===== src/ntbws_cfg.svh =====
`ifndef NTBWS_CFG_SVH
`define NTBWS_CFG_SVH

// ----------------------------------------------------------------
// Register offsets
// ----------------------------------------------------------------
`define NTBWS_OFS_DS_SETUP    8'h14
`define NTBWS_OFS_DS_UPPER    8'h18
`define NTBWS_OFS_US_SETUP    8'h34
`define NTBWS_OFS_US_UPPER    8'h38
`define NTBWS_OFS_PTR         8'h50
`define NTBWS_OFS_LUT_DATA    8'h54

// ----------------------------------------------------------------
// Field positions
// ----------------------------------------------------------------
`define NTBWS_TYPE_BIT        0
`define NTBWS_WIDTH_HI        2
`define NTBWS_WIDTH_LO        1
`define NTBWS_PF_BIT          3
`define NTBWS_RSV_HI          11
`define NTBWS_RSV_LO          4
`define NTBWS_DS_MASK_HI      30
`define NTBWS_US_MASK_HI      31
`define NTBWS_MASK_LO         12
`define NTBWS_EN_BIT          31
`define NTBWS_PTR_HI          7
`define NTBWS_LUT_IDX_HI      7
`define NTBWS_LUT_IDX_LO      2

// ----------------------------------------------------------------
// Codes and reset values
// ----------------------------------------------------------------
`define NTBWS_WIDTH_32        2'h0
`define NTBWS_WIDTH_64        2'h1
`define NTBWS_RST_DS_SETUP    32'h0000_0000
`define NTBWS_RST_UPPER       32'h0000_0000
`define NTBWS_RST_US_PF       1'h0
`define NTBWS_RST_US_MASK     20'h0_0000
`define NTBWS_RST_PTR         8'h00
`define NTBWS_RST_LUT         32'h0000_0000
`define NTBWS_LUT_WMASK       32'hffff_ff09
`define NTBWS_LUT_DEPTH       64

`endif


===== src/ntbws_pkg.sv =====
package ntbws_pkg;
  typedef logic [31:0] ntbws_word_t;
  typedef logic [7:0]  ntbws_addr_t;
  typedef logic [5:0]  ntbws_lut_idx_t;
endpackage : ntbws_pkg


===== src/ntbws_lut.sv =====
`timescale 1ns/1ns
`include "ntbws_cfg.svh"

module ntbws_lut
  import ntbws_pkg::*;
(
  // Clock and reset
  input  wire logic           i_ref_clk,
  input  wire logic           i_rst,
  // Entry access
  input  wire logic           i_wr,
  input  wire ntbws_lut_idx_t i_idx,
  input  wire ntbws_word_t    i_wdata,
  output ntbws_word_t         o_rdata
);

  ntbws_word_t mem_reg [`NTBWS_LUT_DEPTH];

  // ----------------------------------------------------------------
  // Entry storage
  // ----------------------------------------------------------------
  // Reserved bits are never stored, so they always read back as zero.
  always_ff @(posedge i_ref_clk or posedge i_rst) begin
    if (i_rst) begin
      for (int i = 0; i < `NTBWS_LUT_DEPTH; i++) begin
        mem_reg[i] <= `NTBWS_RST_LUT;
      end
    end else if (i_wr) begin
      mem_reg[i_idx] <= i_wdata & `NTBWS_LUT_WMASK;
    end
  end

  assign o_rdata = mem_reg[i_idx];
endmodule : ntbws_lut


===== src/ntbws_regs.sv =====
`timescale 1ns/1ns
`include "ntbws_cfg.svh"

// Notes on behaviour
// Setup bit 0 reads zero, memory space.
// Width field 00 means 32-bit, 01 64-bit.
// Bit 3 marks window prefetchable when set.
// Downstream mask bits gate base bit writability.
// Downstream enable bit 31 resets to off.
// Upper mask gates upper base bits, resets zero.
// Upper bit 31 writable, enables 64-bit base.
// Upstream width field read-only, resets to 01.
// Upstream prefetch and mask writable; 11:4 zero.
// Pointer holds entry byte offset; upper bits zero.
// Table entry touched only by data register access.
// Software writes pointer before data access.
// Data register writes and reads selected entry.
// Disabled window claims nothing, base reads zero.

module ntbws_regs
  import ntbws_pkg::*;
(
  // Clock and reset
  input  wire logic        i_ref_clk,
  input  wire logic        i_rst,
  // Register access port
  input  wire logic        i_csr_wr,
  input  wire logic        i_csr_rd,
  input  wire ntbws_addr_t i_csr_addr,
  input  wire ntbws_word_t i_csr_wdata,
  output ntbws_word_t      o_csr_rdata,
  output logic             o_csr_ack,
  // Initial load of read-only setup fields
  input  wire logic        i_init_load_writable,
  input  wire ntbws_word_t i_init_data,
  // Downstream window to address decode
  output logic             o_ds_claim_en,
  output logic             o_ds_prefetch,
  output logic [1:0]       o_ds_width,
  output ntbws_word_t      o_ds_base_rw_mask,
  output logic             o_ds_upper_claim_en,
  output ntbws_word_t      o_ds_upper_rw_mask,
  // Upstream window to address decode
  output logic             o_us_prefetch,
  output ntbws_word_t      o_us_base_rw_mask,
  output logic             o_us_upper_claim_en,
  output ntbws_word_t      o_us_upper_rw_mask
);

  ntbws_word_t ds_setup_reg;
  ntbws_word_t ds_upper_reg;
  ntbws_word_t us_upper_reg;
  logic        us_pf_reg;
  logic [19:0] us_mask_reg;
  logic [7:0]  ptr_reg;
  ntbws_word_t lut_rdata;
  ntbws_word_t rdata_next;
  logic        lut_wr;

  // ----------------------------------------------------------------
  // Downstream setup
  // ----------------------------------------------------------------
  // Software cannot change this word; only the initial load may.
  always_ff @(posedge i_ref_clk or posedge i_rst) begin
    if (i_rst) begin
      ds_setup_reg <= `NTBWS_RST_DS_SETUP;
    end else if (i_init_load_writable) begin
      // Reserved bits 11:4 are dropped here so they can never read back non-zero.
      ds_setup_reg <= {i_init_data[31:12], 8'h00, i_init_data[3:1], 1'b0};
    end
  end

  // ----------------------------------------------------------------
  // Upper setup words
  // ----------------------------------------------------------------
  always_ff @(posedge i_ref_clk or posedge i_rst) begin
    if (i_rst) begin
      ds_upper_reg <= `NTBWS_RST_UPPER;
      us_upper_reg <= `NTBWS_RST_UPPER;
    end else if (i_csr_wr) begin
      if (i_csr_addr == `NTBWS_OFS_DS_UPPER) begin
        ds_upper_reg <= i_csr_wdata;
      end
      if (i_csr_addr == `NTBWS_OFS_US_UPPER) begin
        us_upper_reg <= i_csr_wdata;
      end
    end
  end

  // ----------------------------------------------------------------
  // Upstream setup and pointer
  // ----------------------------------------------------------------
  always_ff @(posedge i_ref_clk or posedge i_rst) begin
    if (i_rst) begin
      us_pf_reg   <= `NTBWS_RST_US_PF;
      us_mask_reg <= `NTBWS_RST_US_MASK;
    end else if (i_csr_wr && i_csr_addr == `NTBWS_OFS_US_SETUP) begin
      us_pf_reg   <= i_csr_wdata[`NTBWS_PF_BIT];
      us_mask_reg <= i_csr_wdata[`NTBWS_US_MASK_HI:`NTBWS_MASK_LO];
    end
  end

  always_ff @(posedge i_ref_clk or posedge i_rst) begin
    if (i_rst) begin
      ptr_reg <= `NTBWS_RST_PTR;
    end else if (i_csr_wr && i_csr_addr == `NTBWS_OFS_PTR) begin
      ptr_reg <= i_csr_wdata[`NTBWS_PTR_HI:0];
    end
  end

  // ----------------------------------------------------------------
  // Lookup table
  // ----------------------------------------------------------------
  // Entries are words, so the two low pointer bits do not select.
  assign lut_wr = i_csr_wr && i_csr_addr == `NTBWS_OFS_LUT_DATA;

  ntbws_lut u_lut (
    .i_ref_clk (i_ref_clk),
    .i_rst     (i_rst),
    .i_wr      (lut_wr),
    .i_idx     (ptr_reg[`NTBWS_LUT_IDX_HI:`NTBWS_LUT_IDX_LO]),
    .i_wdata   (i_csr_wdata),
    .o_rdata   (lut_rdata)
  );

  // ----------------------------------------------------------------
  // Read data
  // ----------------------------------------------------------------
  always_comb begin
    rdata_next = 32'h0000_0000;
    unique case (i_csr_addr)
      `NTBWS_OFS_DS_SETUP: rdata_next = ds_setup_reg;
      `NTBWS_OFS_DS_UPPER: rdata_next = ds_upper_reg;
      `NTBWS_OFS_US_SETUP: rdata_next = {us_mask_reg, 8'h00, us_pf_reg,
                                         `NTBWS_WIDTH_64, 1'b0};
      `NTBWS_OFS_US_UPPER: rdata_next = us_upper_reg;
      `NTBWS_OFS_PTR:      rdata_next = {24'h00_0000, ptr_reg};
      `NTBWS_OFS_LUT_DATA: rdata_next = lut_rdata;
      default:             rdata_next = 32'h0000_0000;
    endcase
  end

  // Unmapped offsets still answer, with zero, so a probe never hangs.
  always_ff @(posedge i_ref_clk or posedge i_rst) begin
    if (i_rst) begin
      o_csr_rdata <= 32'h0000_0000;
      o_csr_ack   <= 1'b0;
    end else begin
      o_csr_ack <= i_csr_wr | i_csr_rd;
      if (i_csr_rd) begin
        o_csr_rdata <= rdata_next;
      end
    end
  end

  // ----------------------------------------------------------------
  // Window outputs
  // ----------------------------------------------------------------
  assign o_ds_claim_en       = ds_setup_reg[`NTBWS_EN_BIT];
  assign o_ds_prefetch       = ds_setup_reg[`NTBWS_PF_BIT];
  assign o_ds_width          = ds_setup_reg[`NTBWS_WIDTH_HI:`NTBWS_WIDTH_LO];
  assign o_ds_base_rw_mask   = ds_setup_reg[`NTBWS_EN_BIT] ?
                               {1'b0, ds_setup_reg[`NTBWS_DS_MASK_HI:`NTBWS_MASK_LO],
                                12'h000} : 32'h0000_0000;
  assign o_ds_upper_claim_en = ds_upper_reg[`NTBWS_EN_BIT];
  assign o_ds_upper_rw_mask  = ds_upper_reg[`NTBWS_EN_BIT] ?
                               {1'b0, ds_upper_reg[30:0]} : 32'h0000_0000;
  assign o_us_prefetch       = us_pf_reg;
  assign o_us_base_rw_mask   = {us_mask_reg, 12'h000};
  assign o_us_upper_claim_en = us_upper_reg[`NTBWS_EN_BIT];
  assign o_us_upper_rw_mask  = us_upper_reg[`NTBWS_EN_BIT] ?
                               {1'b0, us_upper_reg[30:0]} : 32'h0000_0000;
endmodule : ntbws_regs


===== config.mk =====
export PLATFORM = sky130hd
export DESIGN_NAME = ntbws_regs
export DESIGN_NICKNAME = d
export VERILOG_FILES = /design/src/ntbws_pkg.sv /design/src/ntbws_lut.sv /design/src/ntbws_regs.sv
export VERILOG_INCLUDE_DIRS = /design/src /design/src/src
export SDC_FILE = /design/constraint.sdc
export NUM_CORES = 2
export LEC_CHECK = 0
export BUFFER_PORTS_ARGS = -buffer_cell sky130_fd_sc_hd__buf_2
export CORE_ASPECT_RATIO = 0.7
export CORE_MARGIN = 1.5
export CORE_UTILIZATION = 56
export DETAILED_ROUTE_END_ITERATION = 8
export HOLD_SLACK_MARGIN = 0.03
export PLACE_DENSITY = 0.76
export SYNTH_ARGS = -nofsm -noshare
export SYNTH_HDL_FRONTEND = slang
export SYNTH_SLANG_ARGS = --single-unit

===== constraint.sdc =====
create_clock -name i_ref_clk -period 69.1 [get_ports i_ref_clk]
set_clock_uncertainty 0.1 [all_clocks]
set_input_delay 13.82 -clock i_ref_clk [delete_from_list [all_inputs] [get_ports i_ref_clk]]
set_output_delay 13.82 -clock i_ref_clk [all_outputs]
set_load 0.01 [all_outputs]

Yosys cells after proc, flatten, opt, wreduce, memory -nomap -nowiden
Cells that the tools add are included.

Bits in registers: 2197. Bits of input ports: 77. Output and inout port bits: 168. Logic and storage cells: 98.

Order comparisons: 2. Equal/unequal tests: 6. Mux-type cells: 10. Bitwise gates (word level): 2. Reduce and logical (&&, ||, !) cells: 6.

Operators by type and width (count): bitwise mux 2048 bit (1); binary-select mux 32 bit (select 6 bit) (1); demux 32 bit (select 6 bit) (1); one-hot mux 32 bit (6 select lines) (1); 2-to-1 mux 32 bit (3); 2-to-1 mux 31 bit (3); == test 8 x 5 -> 1 bit, second input constant (2); == test 8 x 6 -> 1 bit, second input constant (2); == test 8 x 7 -> 1 bit, second input constant (2); greater-or-equal comparator 7 bit, second input constant (1); < comparator 7 x 1 -> 1 bit, second input constant (1); NOT 6 -> 7 bit (1); logical AND 1 bit (4); AND reduction 2 bit (2); bitwise OR 1 bit (1).

Longest topological paths before layout
Depth in word-level cells: 6. Gate-level depth with buffers: 11.

Cells and area by module
From an unflattened synthesis, not the netlist that was laid out.

Cells, all modules: 6329. Area total of the unflattened synthesis: 84596.1 sq um.

By module, submodules not included: ntbws_lut (instances 1, cells an instance 5669, area each 76689.8 sq um, sequential area each 41639.9 sq um); ntbws_regs (instances 1, cells an instance 660, area each 7906.3 sq um, sequential area each 3728.6 sq um).

Worst setup path after synthesis
Ideal clock, no wire load.

Path kind: in2reg. From: input port i_csr_addr[1]. To: register u_lut.mem_reg[1152] (netlist bit). Setup time: 0.125 ns. Arrival: 15.809 ns. Data required time: 68.875 ns. Setup slack: 53.066 ns. Stages: 7. Path buffers: 1. Path through: or4b_4 nor2_2 and2_1 nand2_1 nor2_1 buf_2 mux2_2.

Cells in the longest elaborated chain, start to end: 2.

Ends and longest elaborated chain: start: declaration (line ntbws_regs.sv:29) `input wire ntbws_addr_t i_csr_addr,`; == test 8 x 7 -> 1 bit; logical AND 1 bit (no source line); end signal: indexed assignment (line ntbws_lut.sv:26) `` mem_reg[i] <= `NTBWS_RST_LUT; ``; end signal: indexed assignment (line ntbws_lut.sv:29) `` mem_reg[i_idx] <= i_wdata & `NTBWS_LUT_WMASK; ``; end: declaration (line ntbws_lut.sv:17) `` ntbws_word_t mem_reg [`NTBWS_LUT_DEPTH]; ``.

No other way between the ends. A chain may end at the register's enable or synchronous reset.

==> results.tsv <==
metric	value	unit
path_max_fanout	113	
drc_errors	0	
ys.flop_type	dfrtp_1	
port_buffers	208	
powerDensity	23.87	nW/um^2
p_total	0.002146	W
htree_levels	4	
synthMuxAreaShare	27.05	%
critPathSlowestCell	buf_4	
synth_top_family_by_area	multiplexers	
cts_resized	0	
drt-vias-per-instance	7.131	
crit_chain	buf_2 -> inv_8 -> buf_4 -> buf_4 -> buf_4 -> buf_4	
cap_violations	0	
finalSetupViolCount	0	
largest_reg_flops	1664	
place_congestion	0.9895	
clock_path_buffers	3	
dpl.hpwl	164000	um
num_vias	58700	
finalSetupTns	0	ns
clock_latency	0.80	ns
syn_to_final_growth	9.565	%
leakage	44.19	nW
hold_path.class	reg -> reg	
arrival	18.36	ns
synthesis.area	82050	sq um
yosys.area_share.xor_xnor	0	%
avgSynthCellArea	13.19	sq um
post_cts_buffers	0	
synth_compound_area_share	10.69	%
ctsHoldBuffers	0	
first_pass_iters	8	
slew_viol_final	0	
finalCriticalPeriod	17.69	ns
status	finished clean	
yosysUniqueCellTypes	68	
row_count	117	
grt_max_degree	192	
wl_per_cell	33.83	um
drtIter0Drc	8976	
whs	0.3903	ns
nFillCells	10890	
drive_gt1_share	41.47	%
synthCells	6221	
grt_use_total	37.10	%
synth.top_cell.area_share	55.29	%
cts.sinks	1813	
crit_path_start_kind	input pin	
yosys-top-cells-area	dfrtp_1 55%, mux2_2 25%, a221oi_1 5.9%	
clk_pin_slew_worst_paths	0.06	ns
max_stage_delay	0.98	ns
grt_pass1_wl	402400	um
start_util	56.45	%
crit_buf_inv	6	
whs_path_depth	2	
rsz0062_at_grt	false	
fp.dieArea	148900	sq um
crit_path_frequent_cell	buf_4	
pin_count	245	
route.antenna.remaining_nets	0	
cp_top_family	buffers and inverters	
r2r_cells	11	
hold_violations	0	
cts_tree	done	
cts-root-buf	clkbuf_16	
max_freq	56.52	MHz
synth-adder-area-share	0	%
ys_seq_elements	1813	
antenna_found_initial	25	
grt_pass1_vias	58080	
synthSimpleGateAreaFrac	3.542	%
synth_edf_count	0	
tightest_slew	1.386	ns
die_h	323.3	um
drt-total-wl	278500	um
period_share	25.61	%
crit_type	in -> async	
synth.largest_area_cell	dfrtp_1	
synth_seq_area_share	55.29	%
critPathCaptureType	async pin	
cts-buffers-inserted	163	
synthArstFlopShare	100.0	%
core	145400	sq um
finalNetCount	6205	
grt_overflow	0	
cp.depth	6	
relSlewSlack	6.652	%
ir_drop	26.35	uV
ys_warn_count	0	
die_w	460.5	um
cp.required	69.77	ns
==> cells in the final DEF (no fill, tap or decap), drive strengths merged, types with 5 or more instances in the layout <==
master	synthesis	layout
dfrtp	1813	1813
nor2b	13	13
o221ai	21	21
a31oi	9	9
clkbuf	462	253
a22o	30	30
a21oi	105	105
a22oi	133	133
clkinv	1	24
a221oi	550	550
nor4	5	5
mux2	1861	1861
or3	6	6
a221o	9	9
nand4	9	9
conb	1	27
inv	4	14
mux2i	88	88
o22a	18	18
and2	89	89
o22ai	72	72
bufinv	0	6
mux4	16	16
or2	5	5
o211ai	10	10
nand3	19	19
nor2	286	286
a211oi	11	11
nand2	126	126
nor3	36	36
a222oi	6	6
diode	0	13
o21ai	133	133
buf	213	391
==> Yosys cell counts (4+ instances only) <==
| master | number |
|---|---|
| a222oi_1 | 6 |
| a31oi_1 | 9 |
| nand4_1 | 9 |
| a221oi_1 | 550 |
| o221ai_1 | 21 |
| a21oi_1 | 105 |
| nand2b_1 | 4 |
| mux4_2 | 16 |
| clkbuf_1 | 462 |
| nand3_1 | 18 |
| nor2_1 | 272 |
| nor4_1 | 5 |
| o211ai_1 | 10 |
| mux2i_1 | 88 |
| a32oi_1 | 4 |
| and3_1 | 4 |
| nor3_1 | 34 |
| a211oi_1 | 11 |
| inv_1 | 4 |
| buf_1 | 73 |
| or3_1 | 6 |
| mux2_2 | 1854 |
| nand2_1 | 104 |
| nor3b_1 | 4 |
| nand2_2 | 22 |
| dfrtp_1 | 1813 |
| buf_2 | 110 |
| o22ai_1 | 72 |
| a221o_1 | 9 |
| a22oi_1 | 133 |
| o2111ai_1 | 4 |
| o22a_1 | 18 |
| buf_4 | 30 |
| and2_1 | 86 |
| a311oi_1 | 4 |
| nor2b_1 | 13 |
| o21ai_0 | 133 |
| nor2_2 | 14 |
| a22o_1 | 30 |
| mux2_1 | 7 |
| or2_2 | 5 |
==> per-layer routing <==
layer | wire length (um) | track usage [%]
met1 | 106300 | 50.24
met2 | 118000 | 52.68
met3 | 38660 | 13.10
met4 | 15340 | 18.87
met5 | 227 | 0.7051
==> layout make-up <==
type | instances | area [sq um] | share of cell area, %
diodes | 13 | 32.53 | 0.03618
clock buffers | 253 | 4931 | 5.485
clock inverters | 39 | 416.7 | 0.4634
inverters | 5 | 36.28 | 0.04036
multi-input cells | 3754 | 34120 | 37.95
flip-flops and latches | 1813 | 45380 | 50.48
well taps | 1963 | 2456 | 2.732
repair buffers | 391 | 2527 | 2.811
==> logic make-up after synthesis <==
kind of cell / after synthesis
compound gates: 1146
buf+inv: 680
flops: 1813
mux: 1965
other cells: 1
simple gates: 616
==> per-stage QoR <==
stage	cells	instance area, sq um	setup WS, ns	utilization (%)
CTS	8218	89870	51.26	61.82
finish	8231	89900	51.41	61.85
detailed placement	7926	84520	50.43	58.14
floorplan	6247	82150	3.993	-
global route	8221	89880	50.62	61.83
global placement	7926	84520	50.52	58.14
==> path summary, 6_finish.rpt <==
check | start | to | slack, ns
hold / removal | o_csr_rdata[25] | o_csr_rdata[25] | 0.39
min in group asynchronous | i_rst | us_mask_reg[3] | 13.06
hold reg to reg | o_csr_rdata[25] | o_csr_rdata[25] | 0.39
setup reg to reg | ptr_reg[4] | o_csr_rdata[10] | 62.42
max in group i_ref_clk | i_csr_addr[1] | u_lut.mem_reg[1289] | 51.80
setup / recovery | i_rst | u_lut.mem_reg[1111] | 51.41
==> tightest hold or removal path: cells and delay by family (launching register included) <==
family / cells / cell delay (ns)
compound gates: 2 / 0.11
flops: 1 / 0.34
==> power by group <==
group	internal (W)	total [W]	leakage [nW]	switching [W]
registers	0.00107	0.00107	25.2	0.00000665
clock network	0.000514	0.000926	2.65	0.000413
logic	0.0000305	0.000146	16.3	0.000116
total	0.00161	0.00215	44.2	0.000535
No activity file was read; power rests on OpenSTA's default activity.
